File: src/inc/cro_pkg.sv
/*
  constants for the calibration / ring threshold / overload control register.
  assumes a byte-wide host port with one-cycle read and write strobes on clk.
*/
// Overview of operation
// RQ1: calibration-clear bit high makes the device discard stored calibration data.
// RQ2: host must write calibration-clear back to zero for normal operation.
// RQ3: writing one to manual calibration bit starts a calibration.
// RQ4: auto-calibration runs when disable bit is zero, suppressed when one.
// RQ5: companion bit plus high select choose ring threshold: 00, 10, 11.
// RQ6: host must never program companion zero with high select one.
// RQ7: host should clear overload protect before going off-hook.
// RQ8: billing tone enable lets device detect tones and hold off-hook.
// RQ9: device sets read-only billing tone flag when tone is detected.
// RQ10: writing zero to billing tone enable also clears billing tone flag.
// RQ11: device sets receive overload flag on excessive receive level.
// RQ12: writing zero to overload flag clears it and the interrupt copy.
// RQ13: writing one to overload flag never sets it.
`default_nettype none
package cro_pkg;
  localparam logic [7:0] REG_ADDR     = 8'h11; // calibration_ring_overload_control
  localparam logic [7:0] REG_RESET    = 8'h00;
  localparam logic [7:0] RD_EMPTY     = 8'h00; // read data at reset and for unmapped addresses
  localparam int         BIT_CLR_CAL  = 7;
  localparam int         BIT_MAN_CAL  = 6;
  localparam int         BIT_ACAL_DIS = 5;
  localparam int         BIT_RT_HIGH  = 4;
  localparam int         BIT_OVL_PROT = 3;
  localparam int         BIT_BT_EN    = 2;
  localparam int         BIT_RX_OVL   = 1;
  localparam int         BIT_BT_FLAG  = 0;
  typedef enum logic [1:0] {THR_LOW, THR_MID, THR_HIGH, THR_RSVD} cro_thresh_t;
endpackage : cro_pkg
`default_nettype wire

File: src/logic/cro_event_flag.sv
/*
  sticky event flag: set by a hardware event, cleared by a write strobe.
  assumes event and clear are synchronous to clk; set wins over clear.
*/
`default_nettype none
module cro_event_flag (
  input  wire logic clk,      // system clock
  input  wire logic rstn,     // sync reset, active low
  input  wire logic ce,       // clock enable
  input  wire logic setEvt,   // hardware event
  input  wire logic clr,      // software clear
  output var  logic flag      // sticky flag
);
  logic next_flag;

  // set dominates so an event in the clear cycle is kept
  always_comb
  begin
    next_flag = flag;
    if (clr)
      next_flag = 1'b0;
    if (setEvt)
      next_flag = 1'b1;
  end

  always_ff @(posedge clk)
  begin
    if (!rstn)
      flag <= 1'b0;
    else if (ce)
      flag <= next_flag;
  end
endmodule : cro_event_flag
`default_nettype wire

File: src/logic/cro_ctrl_reg.sv
/*
  control/status register at offset 0x11: calibration controls, ring threshold
  high select, overload protect, billing tone enable and the two event flags.
  assumes host strobes on clk; detector event inputs come from analog pins.
*/
`default_nettype none
module cro_ctrl_reg (
  input  wire logic       clk,            // 20 MHz system clock
  input  wire logic       rstn,           // sync reset, active low
  input  wire logic       ce,             // clock enable, freezes all state
  input  wire logic [7:0] addr,           // register address
  input  wire logic       wrEn,           // write strobe
  input  wire logic       rdEn,           // read strobe
  input  wire logic [7:0] wrData,         // write data
  output var  logic [7:0] rdData,         // read data, valid the cycle after rdEn
  input  wire logic       ringThreshSel,  // companion threshold bit from neighbour register
  input  wire logic       rxOverloadPin,  // async receive overload detector
  input  wire logic       billTonePin,    // async billing tone detector
  output var  logic       clearCalData,   // discard calibration data
  output var  logic       manualCalStart, // one-cycle manual calibration start
  output var  logic       autocalEn,      // automatic calibration allowed
  output var  logic [1:0] ringThresh,     // selected threshold pair
  output var  logic       overloadProtEn, // overload protection enable
  output var  logic       billToneEn,     // billing tone detection active
  output var  logic       rxOvlIrqClr     // pulse clearing interrupt-register copy
);
  logic [7:0] ctrl;
  logic [7:0] next_ctrl;
  logic [1:0] ovlSync;
  logic [1:0] btSync;
  logic       rxOverloadFlag;
  logic       billToneFlag;
  logic       hit;
  logic       ovlClr;
  logic       btClr;
  logic       btSet;
  logic [7:0] next_rdData;
  logic       next_manualCalStart;
  logic       next_rxOvlIrqClr;
  logic [1:0] next_ringThresh;

  assign hit = (addr == cro_pkg::REG_ADDR);

  // two-stage synchronisers for analog detector outputs
  always_ff @(posedge clk)
  begin
    if (!rstn)
    begin
      ovlSync <= 2'h0;
      btSync  <= 2'h0;
    end
    else if (ce)
    begin
      ovlSync <= {ovlSync[0], rxOverloadPin};
      btSync  <= {btSync[0], billTonePin};
    end
  end

  // clears: overload on written zero only; a written one has no effect
  assign ovlClr = ce & wrEn & hit & ~wrData[cro_pkg::BIT_RX_OVL];  // RQ12 RQ13
  assign btClr  = ce & wrEn & hit & ~wrData[cro_pkg::BIT_BT_EN];   // RQ10
  // tone only counted while detection is enabled
  assign btSet  = ce & btSync[1] & ctrl[cro_pkg::BIT_BT_EN];      // RQ8 RQ9

  cro_event_flag u_ovl (
    .clk    (clk),
    .rstn   (rstn),
    .ce     (ce),
    .setEvt (ce & ovlSync[1]),  // RQ11
    .clr    (ovlClr),
    .flag   (rxOverloadFlag)
  );

  cro_event_flag u_bt (
    .clk    (clk),
    .rstn   (rstn),
    .ce     (ce),
    .setEvt (btSet),
    .clr    (btClr),
    .flag   (billToneFlag)
  );

  // writable control bits; bits 1:0 live in the flag cells
  always_comb
  begin
    next_ctrl = ctrl;
    if (wrEn && hit)
    begin
      next_ctrl = wrData;
      next_ctrl[cro_pkg::BIT_MAN_CAL] = 1'b0; // start is self-clearing
      next_ctrl[cro_pkg::BIT_RX_OVL]  = 1'b0;
      next_ctrl[cro_pkg::BIT_BT_FLAG] = 1'b0;
    end
  end

  // registered outputs, derived from next state so they track the register
  always_comb
  begin
    next_manualCalStart = wrEn & hit & wrData[cro_pkg::BIT_MAN_CAL];  // RQ3
    next_rxOvlIrqClr    = wrEn & hit & ~wrData[cro_pkg::BIT_RX_OVL];  // RQ12
    // reserved code 01 is not guarded: host keeps it out, decoded as low
    unique case ({ringThreshSel, next_ctrl[cro_pkg::BIT_RT_HIGH]})    // RQ5 RQ6
      2'b10:   next_ringThresh = cro_pkg::THR_MID;
      2'b11:   next_ringThresh = cro_pkg::THR_HIGH;
      default: next_ringThresh = cro_pkg::THR_LOW;
    endcase
    next_rdData = rdData;
    // ctrl keeps its two flag positions at zero, so the flag cells fill them in
    if (rdEn && hit)
    begin
      next_rdData = ctrl;
      next_rdData[cro_pkg::BIT_RX_OVL]  = rxOverloadFlag;
      next_rdData[cro_pkg::BIT_BT_FLAG] = billToneFlag;
    end
    else if (rdEn)
      next_rdData = cro_pkg::RD_EMPTY; // unmapped reads return zero
  end

  always_ff @(posedge clk)
  begin
    if (!rstn)
    begin
      ctrl           <= cro_pkg::REG_RESET;
      rdData         <= cro_pkg::RD_EMPTY;
      clearCalData   <= 1'b0;
      manualCalStart <= 1'b0;
      autocalEn      <= ~cro_pkg::REG_RESET[cro_pkg::BIT_ACAL_DIS];
      ringThresh     <= cro_pkg::THR_LOW;
      overloadProtEn <= 1'b0;
      billToneEn     <= 1'b0;
      rxOvlIrqClr    <= 1'b0;
    end
    else if (ce)
    begin
      ctrl           <= next_ctrl;
      rdData         <= next_rdData;
      clearCalData   <= next_ctrl[cro_pkg::BIT_CLR_CAL];   // RQ1 RQ2
      manualCalStart <= next_manualCalStart;
      autocalEn      <= ~next_ctrl[cro_pkg::BIT_ACAL_DIS]; // RQ4
      ringThresh     <= next_ringThresh;
      overloadProtEn <= next_ctrl[cro_pkg::BIT_OVL_PROT];  // RQ7
      billToneEn     <= next_ctrl[cro_pkg::BIT_BT_EN];     // RQ8
      rxOvlIrqClr    <= next_rxOvlIrqClr;
    end
  end
endmodule : cro_ctrl_reg
`default_nettype wire

File: config.mk
export PLATFORM = sky130hd
export DESIGN_NAME = cro_ctrl_reg
export DESIGN_NICKNAME = d
export VERILOG_FILES = /design/src/inc/cro_pkg.sv /design/src/logic/cro_event_flag.sv /design/src/logic/cro_ctrl_reg.sv
export SDC_FILE = /design/constraint.sdc
export NUM_CORES = 1
export LEC_CHECK = 0
export BUFFER_PORTS_ARGS = -buffer_cell sky130_fd_sc_hd__buf_4
export CAP_MARGIN = 20
export CORE_ASPECT_RATIO = 1.4
export CORE_MARGIN = 1
export CORE_UTILIZATION = 53
export CTS_BUF_LIST = sky130_fd_sc_hd__clkbuf_8
export DETAILED_ROUTE_END_ITERATION = 8
export HOLD_SLACK_MARGIN = 0.08
export PLACE_DENSITY = 0.86
export SYNTH_ARGS = -nofsm -noshare
export SYNTH_HDL_FRONTEND = slang
export SYNTH_SLANG_ARGS = --single-unit
File: constraint.sdc
create_clock -name clk -period 4.2 [get_ports clk]
set_input_delay 0.42 -clock clk [delete_from_list [all_inputs] [get_ports clk]]
set_output_delay 0.42 -clock clk [all_outputs]
set_load 0.02 [all_outputs]
# == Word-level counts from Yosys, hierarchy flattened ==
# Cells that the tools add are included.
# totals
ff_bits,27
input_bits,24
word_cells,45
# classes
n_eq_ne,3
mux,8
bitwise_logic,13
reduce_logical,8
# ops
op,count
two-way mux 8 bit,3
bitwise AND 1 bit,10
== test 8 x 5 -> 1 bit (second input constant),1
AND reduction 2 bit,3
nonzero test 2 bit,3
== test 2 bit (second input constant),2
two-way mux 1 bit,4
case mux 2 bit (2 select lines),1
inverter 1 bit,3
logical AND 1 bit,2

# == Longest topological paths before layout ==
# Gate-level depths: netlist of run 1.
# depth
ltp_word,5
ltp_mapped,4
ltp_nobuf,3

# == Cells and area by module ==
# From an unflattened synthesis of run 1, not the netlist that was laid out.
# unflattened
cells_unflattened,116
hier_area_um2,1042.2
# modules_own_cells
module,n_inst,cells_each,area_per_inst_um2,seq_area_each_um2
cro_ctrl_reg,1,108,964.7,420.4
cro_event_flag,2,4,38.8,20.0

# == Least setup slack after synthesis of run 1 ==
# OpenSTA, ideal clock, no wires.
# synth_path
kind,input port to flip-flop
from,in addr[3]
to,reg clearCalData
setup_time_ns,0.072
t_arrival_ns,1.715
t_required_ns,4.128
setup_slack_ns,2.414
stages,4
path_buffers,1
path_cell_list,or4b_1 buf_2 nor4_4 mux2i_1
# synth_via
elab_chain_cells,3
# synth_rtl
element,line,rtl
start: declaration,cro_ctrl_reg.sv:11,"input wire logic [7:0] addr,"
== test 8 x 5 -> 1 bit,cro_ctrl_reg.sv:42,assign hit = (addr == cro_pkg::REG_ADDR);
logical AND 1 bit,cro_ctrl_reg.sv:87,if (wrEn && hit)
two-way mux 8 bit,cro_ctrl_reg.sv:87,
end signal: assignment,cro_ctrl_reg.sv:137,clearCalData <= next_ctrl[cro_pkg::BIT_CLR_CAL];
end: declaration,cro_ctrl_reg.sv:19,"output var logic clearCalData,"
# No other way between the ends.
# A chain may end at the register's enable or synchronous reset.

# == Worst setup path after layout of run 1 ==
# Same ends and word-level chain as after synthesis.

==> results.toml, run 1 <==
[power_and_ir_drop]
p_leak_uw = 0.000558
ir_drop_mv = 0.255
design_power_total_uw = 403
power-per-cell-area_nw_per_um2 = 298

[placed_design]
placed_cells = 162
place.gp.congestion = 0.800
detailedPlace.worstSlack_ns = 2.11
io_buffer_count = 37
detailedPlacementHpwl_um = 1640

[worst_setup_path]
critPathLaunchType = "input port"
cp_cell_sequence = "buf_4, or4b_1, nor4_4, mux2i_1"
biggest_fanout_along_the_worst_timing_path = 7
crit_path_top_delay_cell = "sky130_fd_sc_hd__or4b_1"
worstReg2RegStart = "ctrl[2]"
ff2ff_setup_slack_ns = 3.34
timing.critical_path.buf_inv = 1
critical_path.endpoint_type = "flip-flop"
cp.required_ns = 4.39
worst_path_largest_cell_delay_ns = 0.65
critical_path_arrival_ns = 1.99
launching_instance_or_port_of_the_critical_path = "addr[3]"
cp_top_family = "simple AND/OR/NAND/NOR gates"
worst-setup-path-type = "input port to flip-flop"

[final_layout]
mostFrequentLayoutCells = "sky130_fd_sc_hd__buf_4 (37), sky130_fd_sc_hd__dfxtp_1 (23), sky130_fd_sc_hd__nand2_1 (20)"
area_growth_syn_to_layout_pct = 28.8
finalNetCount = 171
final_core_utilization_pct = 74.9
multi_input_comb_area_sq_um = 529
final_cells = 166
final-seq-area_sq_um = 460
fill_cells = 133
post_route_cells_drive_above_1_share_pct = 30.8
layout.cells.most_common = "sky130_fd_sc_hd__buf_4"
antenna-diode-count = 0

[sta]
finalClockSkew_ns = 0.00130
timing.fmax_mhz = 556
final.period_utilization_pct = 42.8
slew_violations = 0
setup_viol = 0
timing.final.ws_setup_ns = 2.40
max_slew_margin_pct = 41.2
timing.final.crit_period_ns = 1.80
setup_tns_ns = 0
timing_hold_violations_final = 0
timing_worst_slew_pin_value_ns = 0.879
grt_setup_unrepaired = "false"

[synth]
post_synth_inst_count = 113
synth_top_cells_by_area = "sky130_fd_sc_hd__dfxtp_1 (44%), sky130_fd_sc_hd__mux2i_1 (8.6%), sky130_fd_sc_hd__nand2_1 (7.2%), sky130_fd_sc_hd__nand4_1 (5.4%), sky130_fd_sc_hd__a21boi_0 (5.0%)"
yosys.area.top_type = "sky130_fd_sc_hd__dfxtp_1"
netlist_area_sq_um = 1050
yosys_warnings = 0
synth_seq_area_share_pct = 43.9
synth.distinct_cells = 31
mean_instance_size_in_the_synthesized_netlist_sq_um = 9.28
syn_nets = 137
ys_ff_latch = 23
synth_top_area_share_pct = 43.9

[routing]
vias = 928
detail_route.drc_violations = 0
detail_route.first_pass.iterations = 4
ant_nets = 0
drt_first_iter_violations = 15
route.detailed.vias_per_inst = 5.59
drt-wirelength-per-cell_um = 13.0
wl_um = 2160

[floorplanning]
io_pins = 40
initial_core_utilization_pct = 58.2
design.die.area_sq_um = 2160
die_width_um = 39.6
core_area_sq_um = 1800
std_cell_rows = 18
chipHeight_um = 54.6

[global_route]
grt_remaining_overflow = 0
first_global_vias = 844
first_pass_grt_wire_length_um = 3460
grtUsageTotal_pct = 23.3
grt_max_degree = 31
grt_antenna_before_repair = 0

[clock_network]
tritoncts = "done"
clk-insertion-delay-late_ns = 0.26
cts_bufs_inserted = 3
cts_htree_levels = 1
clk_pin_slew_worst_paths_ns = 0.08
cts.sinks = 23
post_cts.resized_instances = 0
clock_path_buffers = 2
holdBufCountCts = 0
post_cts_setup_buffers = 0
root_driver = "sky130_fd_sc_hd__clkbuf_8"

[worst_hold_path]
worstHoldStart = "wrData[3]"
holdCritPathClass = "input port to flip-flop"

[flow_run]
maxCapViolations = 0

[status]
result_of_the_run = "finished clean"
[per-stage QoR]
| stage | instance area, sq um | hold slack (ns) |
|---|---|---|
| final | 1350 | 0.412 |
| after global routing | 1350 | 0.415 |
| after detailed placement | 1300 | 0.458 |
| after floorplan | 1050 | 0.436 |
| after global placement | 1300 | 0.441 |
| after CTS | 1350 | 0.411 |
[cells in the mapped netlist]
cell type                       count
sky130_fd_sc_hd__nor2b_1            6
sky130_fd_sc_hd__clkbuf_1           3
sky130_fd_sc_hd__nand2b_1           1
sky130_fd_sc_hd__and2_0             1
sky130_fd_sc_hd__nor4b_2            2
sky130_fd_sc_hd__o21a_1             1
sky130_fd_sc_hd__buf_2              1
sky130_fd_sc_hd__and2_1             2
sky130_fd_sc_hd__conb_1             1
sky130_fd_sc_hd__inv_1              3
sky130_fd_sc_hd__a31o_2             1
sky130_fd_sc_hd__buf_1              1
sky130_fd_sc_hd__o21ai_0            3
sky130_fd_sc_hd__nand3_1            3
sky130_fd_sc_hd__or4b_1             2
sky130_fd_sc_hd__nor4_4             1
sky130_fd_sc_hd__dfxtp_1           23
sky130_fd_sc_hd__dlygate4sd1_1      1
sky130_fd_sc_hd__a32o_1             2
sky130_fd_sc_hd__a21boi_0           7
sky130_fd_sc_hd__nand2_1           20
sky130_fd_sc_hd__buf_6              1
sky130_fd_sc_hd__nor2_1             1
sky130_fd_sc_hd__o311ai_0           1
sky130_fd_sc_hd__and3_1             2
sky130_fd_sc_hd__nand4_1            9
sky130_fd_sc_hd__nor4_1             1
sky130_fd_sc_hd__a21oi_1            1
sky130_fd_sc_hd__buf_4              1
sky130_fd_sc_hd__o31ai_1            2
sky130_fd_sc_hd__mux2i_1            9
[power breakdown]
part           internal [uW]  switching [uW]
clock                   66.2            70.2
sequential               221            1.62
combinational           22.4            21.4
[area by class of cell]
type	count	area share [%]
Multi-Input combinational cell	79	39.2
Timing Repair Buffer	37	20.6
Sequential cell	23	34.1
Tap cell	20	1.85
Clock inverter	1	0.371
Clock buffer	3	3.06
Inverter	3	0.834
[cells by family (layout without fill, tap and decap cells)]
| family | after synthesis | after routing | synth area share, % |
|---|---|---|---|
| compound gates | 18 | 18 | 12.6 |
| buf+inv | 11 | 44 | 5.61 |
| flops | 23 | 23 | 43.9 |
| mux | 9 | 9 | 8.59 |
| other cells | 1 | 1 | 0.358 |
| simple gates | 51 | 51 | 28.9 |
[worst min-delay path: stages]
cell and delay, ns:
sky130_fd_sc_hd__buf_4 0.11, sky130_fd_sc_hd__nand2_1 0.04, sky130_fd_sc_hd__mux2i_1 0.05
[registers in the layout, summed over array words and instances, names as in the netlist, 2 cells and up]
name,flops
btSync,2
ctrl,4
ovlSync,2
rdData,7
ringThresh,2
[routing by layer]
| layer | share of wire (%) | track usage [%] | vias to the layer above |
|---|---|---|---|
| li1 | - | - | 467 |
| met4 | 2.7 | 12.1 | 0 |
| met2 | 53 | 39.9 | 21 |
| met1 | 41 | 27.6 | 433 |
| met5 | 0 | 0 | - |
| met3 | 3.5 | 2.85 | 7 |
[worst paths after layout]
| path | to | cells past startpoint |
|---|---|---|
| worst max-delay path | clearCalData | 4 |
| worst min-delay path | ctrl[3] | 3 |
| worst max register to register | u_bt.flag | 3 |
| worst min register to register | rdData[3] | 2 |
(Power assumes the default switching activity.)
==> run 2, diff against run 1 <==
CORE_UTILIZATION = 50   (was 53)
PLACE_DENSITY = 0.81   (was 0.86)
clock period = 1.8 ns   (was 4.2 ns; I/O delays follow)
==> results.toml, run 2 (synthesized netlist as in run 1, its figures left out) <==
[status]
result_of_the_run = "finished clean"

[floorplanning]
initial_core_utilization_pct = 53.1
std_cell_rows = 19
die_width_um = 40.7
design.die.area_sq_um = 2290
core_area_sq_um = 1970
io_pins = 40
chipHeight_um = 56.2

[worst_setup_path]
biggest_fanout_along_the_worst_timing_path = 6
cp.required_ns = 1.98
cp_cell_sequence = "buf_4, or4b_1, nor4_4, buf_4, mux2i_1"
worst_path_most_repeated_cell = "sky130_fd_sc_hd__buf_4"
critPathLaunchType = "input port"
crit_path_top_delay_cell = "sky130_fd_sc_hd__or4b_1"
ff2ff_path_depth = 3
critical_path_arrival_ns = 1.65
critical_path.endpoint_type = "flip-flop"
timing.critical_path.buf_inv = 2
worst_path_largest_cell_delay_ns = 0.65
worst-setup-path-type = "input port to flip-flop"
critical_path_cell_count = 5
cp_top_family = "simple AND/OR/NAND/NOR gates"

[global_route]
grtUsageTotal_pct = 21.7
grt_antenna_before_repair = 0
grt_max_degree = 31
grt_remaining_overflow = 0
first_global_vias = 851
first_pass_grt_wire_length_um = 3600

[sta]
timing.fmax_mhz = 683
timing_hold_violations_final = 0
slew_violations = 0
grt_setup_unrepaired = "false"
final.period_utilization_pct = 81.4
timing.final.crit_period_ns = 1.46
setup_viol = 0
finalClockSkew_ns = 0.00201
setup_tns_ns = 0

[final_layout]
antenna-diode-count = 0
post_route_cells_drive_above_1_share_pct = 32.2
reg_top3 = "rdData: 7 flops, ctrl: 4 flops"
final-seq-area_sq_um = 460
registers.top_by_ff_count = "rdData"
number_of_flip_flops_under_the_largest_register_name = 7
fill_cells = 183
layout.cells.most_common = "sky130_fd_sc_hd__buf_4"
multi_input_comb_area_sq_um = 529
final_cells = 170
area_growth_syn_to_layout_pct = 31.0
final_core_utilization_pct = 69.6
finalNetCount = 174
mostFrequentLayoutCells = "sky130_fd_sc_hd__buf_4 (40), sky130_fd_sc_hd__dfxtp_1 (23), sky130_fd_sc_hd__nand2_1 (20)"

[power_and_ir_drop]
ir_drop_mv = 0.561
power.net_switching_uw = 213
switching_share_pct = 22.8
sequentialPowerShare_pct = 55.4
p_leak_uw = 0.000574
power-per-cell-area_nw_per_um2 = 682
p_int_uw = 723
comb_power_share_pct = 11.1
clkPwrFrac_pct = 33.5

[clock_network]
holdBufCountCts = 0
clk_pin_slew_worst_paths_ns = 0.08
cts_htree_levels = 1
clock_path_buffers = 2
tritoncts = "done"
clk-insertion-delay-late_ns = 0.26
post_cts.resized_instances = 0
cts.sinks = 23
post_cts_setup_buffers = 0
root_driver = "sky130_fd_sc_hd__clkbuf_8"
cts_bufs_inserted = 3

[placed_design]
placed_cells = 166
detailedPlacementHpwl_um = 1630
io_buffer_count = 37
place.gp.congestion = 0.746

[routing]
ant_nets = 0
wl_um = 2180
vias = 924
drt_first_iter_violations = 13
detail_route.drc_violations = 0
route.detailed.vias_per_inst = 5.44
detail_route.first_pass.iterations = 4
drt-wirelength-per-cell_um = 12.8

[worst_hold_path]
hold_depth = 3
holdCritPathClass = "input port to flip-flop"

[flow_run]
maxCapViolations = 0
## run 2: final timing paths
kind	to	start	slack (ns)
worst max-delay path	ctrl[3]	addr[3]	0.34
worst min-delay path	ctrl[4]	wrData[4]	0.18
worst max register to register	u_bt.flag	ctrl[2]	0.92
worst min register to register	ringThresh[1]	ringThresh[1]	0.46
## run 2: area by class of cell
type / count / share of cell area, %
Timing Repair Buffer: 40 / 21.9
Tap cell: 21 / 1.91
Multi-Input combinational cell: 79 / 38.5
Clock inverter: 1 / 0.364
Sequential cell: 23 / 33.5
Inverter: 3 / 0.820
Clock buffer: 3 / 3.01
## run 2: per-layer routing
metal  share of wire (%)  vias to the layer above  GRT usage (%)
met1                  42                      422           29.0
met5                   0                        -              0
met3                 3.3                        2           2.40
met2                  53                       23           35.4
li1                    -                      477              -
met4                0.64                        0           5.71
## run 2: power groups by stage
stage	Clock (uW)	Combinational, uW	Sequential [uW]
after floorplan	0	52.2	533
after global placement	0	101	531
after detailed placement	0	104	531
after CTS	321	104	519
after global routing	339	113	520
final	313	104	519
## run 2: worst min-delay path: stages
cell,delay [ns]
sky130_fd_sc_hd__buf_4,0.11
sky130_fd_sc_hd__nand2_1,0.05
sky130_fd_sc_hd__mux2i_1,0.06
## run 2: through the flow
stage | total power [uW] | cell area [sq um] | hold slack, ns | setup slack [ns]
2_1_floorplan | 586 | 1050 | 0.322 | 0.254
3_3_place_gp | 632 | 1330 | 0.438 | 0.138
3_5_place_dp | 635 | 1330 | 0.451 | 0.0592
4_1_cts | 945 | 1370 | 0.178 | 0.318
5_1_grt | 972 | 1370 | 0.188 | 0.238
6_report | 936 | 1370 | 0.183 | 0.336
==> run 3, diff against run 2 <==
clock period = 1.35 ns   (was 1.8 ns; I/O delays follow)
==> results.toml, run 3 (synthesized netlist as in run 1, its figures left out) <==
[placed_design]
place.gp.congestion = 0.876
detailedPlace.worstSlack_ns = -0.245
detailedPlacementHpwl_um = 1840
placed_cells = 174
io_buffer_count = 37

[final_layout]
post_route_cells_drive_above_1_share_pct = 36.9
registers.top_by_ff_count = "rdData"
area_growth_syn_to_layout_pct = 37.5
antenna-diode-count = 0
final_cells = 178
multi_input_comb_area_sq_um = 537
final_core_utilization_pct = 73.1
fill_cells = 167
layout.cells.most_common = "sky130_fd_sc_hd__buf_4"
reg_top3 = "rdData: 7 flops, ctrl: 4 flops"
number_of_flip_flops_under_the_largest_register_name = 7
finalNetCount = 182
final-seq-area_sq_um = 460
mostFrequentLayoutCells = "sky130_fd_sc_hd__buf_4 (48), sky130_fd_sc_hd__dfxtp_1 (23), sky130_fd_sc_hd__nand2_1 (20)"

[worst_setup_path]
cp.required_ns = 1.54
critical_path_arrival_ns = 1.47
ff2ff_path_depth = 3
worstReg2RegStart = "ctrl[2]"
crit_path_top_delay_cell = "sky130_fd_sc_hd__or4b_4"
rr_endpoint = "u_bt.flag"
worst-setup-path-type = "input port to flip-flop"
cp_cell_sequence = "buf_4, or4b_4, nor4_4, buf_4, mux2i_1"
critical_path.endpoint_type = "flip-flop"
biggest_fanout_along_the_worst_timing_path = 6
timing.critical_path.buf_inv = 2
ff2ff_setup_slack_ns = 0.46
cp_top_family = "simple AND/OR/NAND/NOR gates"
worst_path_most_repeated_cell = "sky130_fd_sc_hd__buf_4"
worst_path_largest_cell_delay_ns = 0.58
critPathLaunchType = "input port"

[floorplanning]
initial_core_utilization_pct = 53.1
std_cell_rows = 19
die_width_um = 40.7
chipHeight_um = 56.2
design.die.area_sq_um = 2290
core_area_sq_um = 1970
io_pins = 40

[routing]
drt-met1-wl_um = 974
drt_first_iter_violations = 7
route.detailed.vias_per_inst = 5.51
wl_um = 2370
top_metal_used = "met4"
met3WireLength_um = 73
drt-wirelength-per-cell_um = 13.3
ant_nets = 0
routed_wl_met2_um = 1310
detail_route.first_pass.iterations = 4
vias = 981
detail_route.drc_violations = 0

[sta]
timing_hold_violations_final = 0
final.period_utilization_pct = 95.2
timing.fmax_mhz = 778
timing.final.ws_setup_ns = 0.0652
timing.final.crit_period_ns = 1.28
setup_viol = 0
grt_setup_unrepaired = "false"
finalClockSkew_ns = 0.00605
slew_violations = 0
holdWs_ns = 0.129

[power_and_ir_drop]
ir_drop_mv = 0.752
clkPwrFrac_pct = 33.1
sequentialPowerShare_pct = 54.6
power-per-cell-area_nw_per_um2 = 880
comb_power_share_pct = 12.3
switching_share_pct = 23.0
p_leak_uw = 0.000617
p_int_uw = 977
power.net_switching_uw = 291

[clock_network]
clk-insertion-delay-late_ns = 0.26
cts.sinks = 23
clock_path_buffers = 2
tritoncts = "done"
post_cts_setup_buffers = 0
clk_pin_slew_worst_paths_ns = 0.08
root_driver = "sky130_fd_sc_hd__clkbuf_8"
cts_htree_levels = 1
cts_bufs_inserted = 3

[flow_run]
maxCapViolations = 0

[status]
result_of_the_run = "finished clean"

[global_route]
first_pass_grt_wire_length_um = 3740
grtUsageTotal_pct = 22.6
grt_antenna_before_repair = 0
first_global_vias = 946
grt_remaining_overflow = 0
grt_max_degree = 31

[worst_hold_path]
hold_depth = 3
hold_end = "clearCalData"
holdCritPathClass = "input port to flip-flop"
worstHoldStart = "wrData[7]"
run 3: changes by cell type in the layout (fill, tap and decap cells not counted), sizes merged:
cell / delta
buf: +8
run 3: cell type report:
type | count | area share [%]
multi-input cells | 79 | 37.2
flip-flops and latches | 23 | 31.9
repair buffers | 48 | 25.0
clock buffers | 3 | 2.86
well taps | 21 | 1.82
inverters | 3 | 0.781
clock inverters | 1 | 0.347
run 3: worst max path at each step:
stage	startpoint	endpoint	slack [ns]	cells after the start
5_1_grt	addr[3]	ctrl[2]	0.01	5
6_report	addr[3]	ctrl[4]	0.07	5
4_1_cts	addr[5]	u_ovl.flag	0.02	5
3_3_place_gp	addr[5]	u_ovl.flag	-0.20	5
2_1_floorplan	addr[3]	clearCalData	-0.15	4
3_5_place_dp	addr[5]	u_ovl.flag	-0.25	5
run 3: layer usage:
metal  global-route usage, %  up-vias
met2                    39.9       24
met1                    25.5      467
li1                        -      488
met5                       0        -
met4                    7.62        0
met3                    2.80        2
run 3: worst reg2reg max path: stages, from the launching register on:
cell and delay (ns):
sky130_fd_sc_hd__dfxtp_1 0.35, sky130_fd_sc_hd__and3_1 0.21, sky130_fd_sc_hd__o21ai_0 0.17, sky130_fd_sc_hd__a21oi_1 0.06
run 3: per-stage QoR:
| stage | setup TNS (ns) | power [uW] | instance area (sq um) |
|---|---|---|---|
| detailed placement | -1.91 | 863 | 1390 |
| global placement | -1.47 | 857 | 1390 |
| CTS | 0 | 1280 | 1440 |
| finish | 0 | 1270 | 1440 |
| floorplan | -0.946 | 783 | 1060 |
| global route | 0 | 1310 | 1440 |
run 3: timing repair:
item                                   4_1_cts  5_1_grt
hold buffers                                 0        0
gates resized for setup                      0        1
setup endpoints to repair                    0        3
endpoints found under the hold margin        0        0
run 3: power groups by stage:
stage / sequential, uW / combinational, uW / clock [uW]
CTS: 693 / 155 / 429
detailed placement: 709 / 154 / 0
finish: 693 / 156 / 420
global route: 694 / 168 / 451
floorplan: 711 / 71.6 / 0
global placement: 708 / 149 / 0
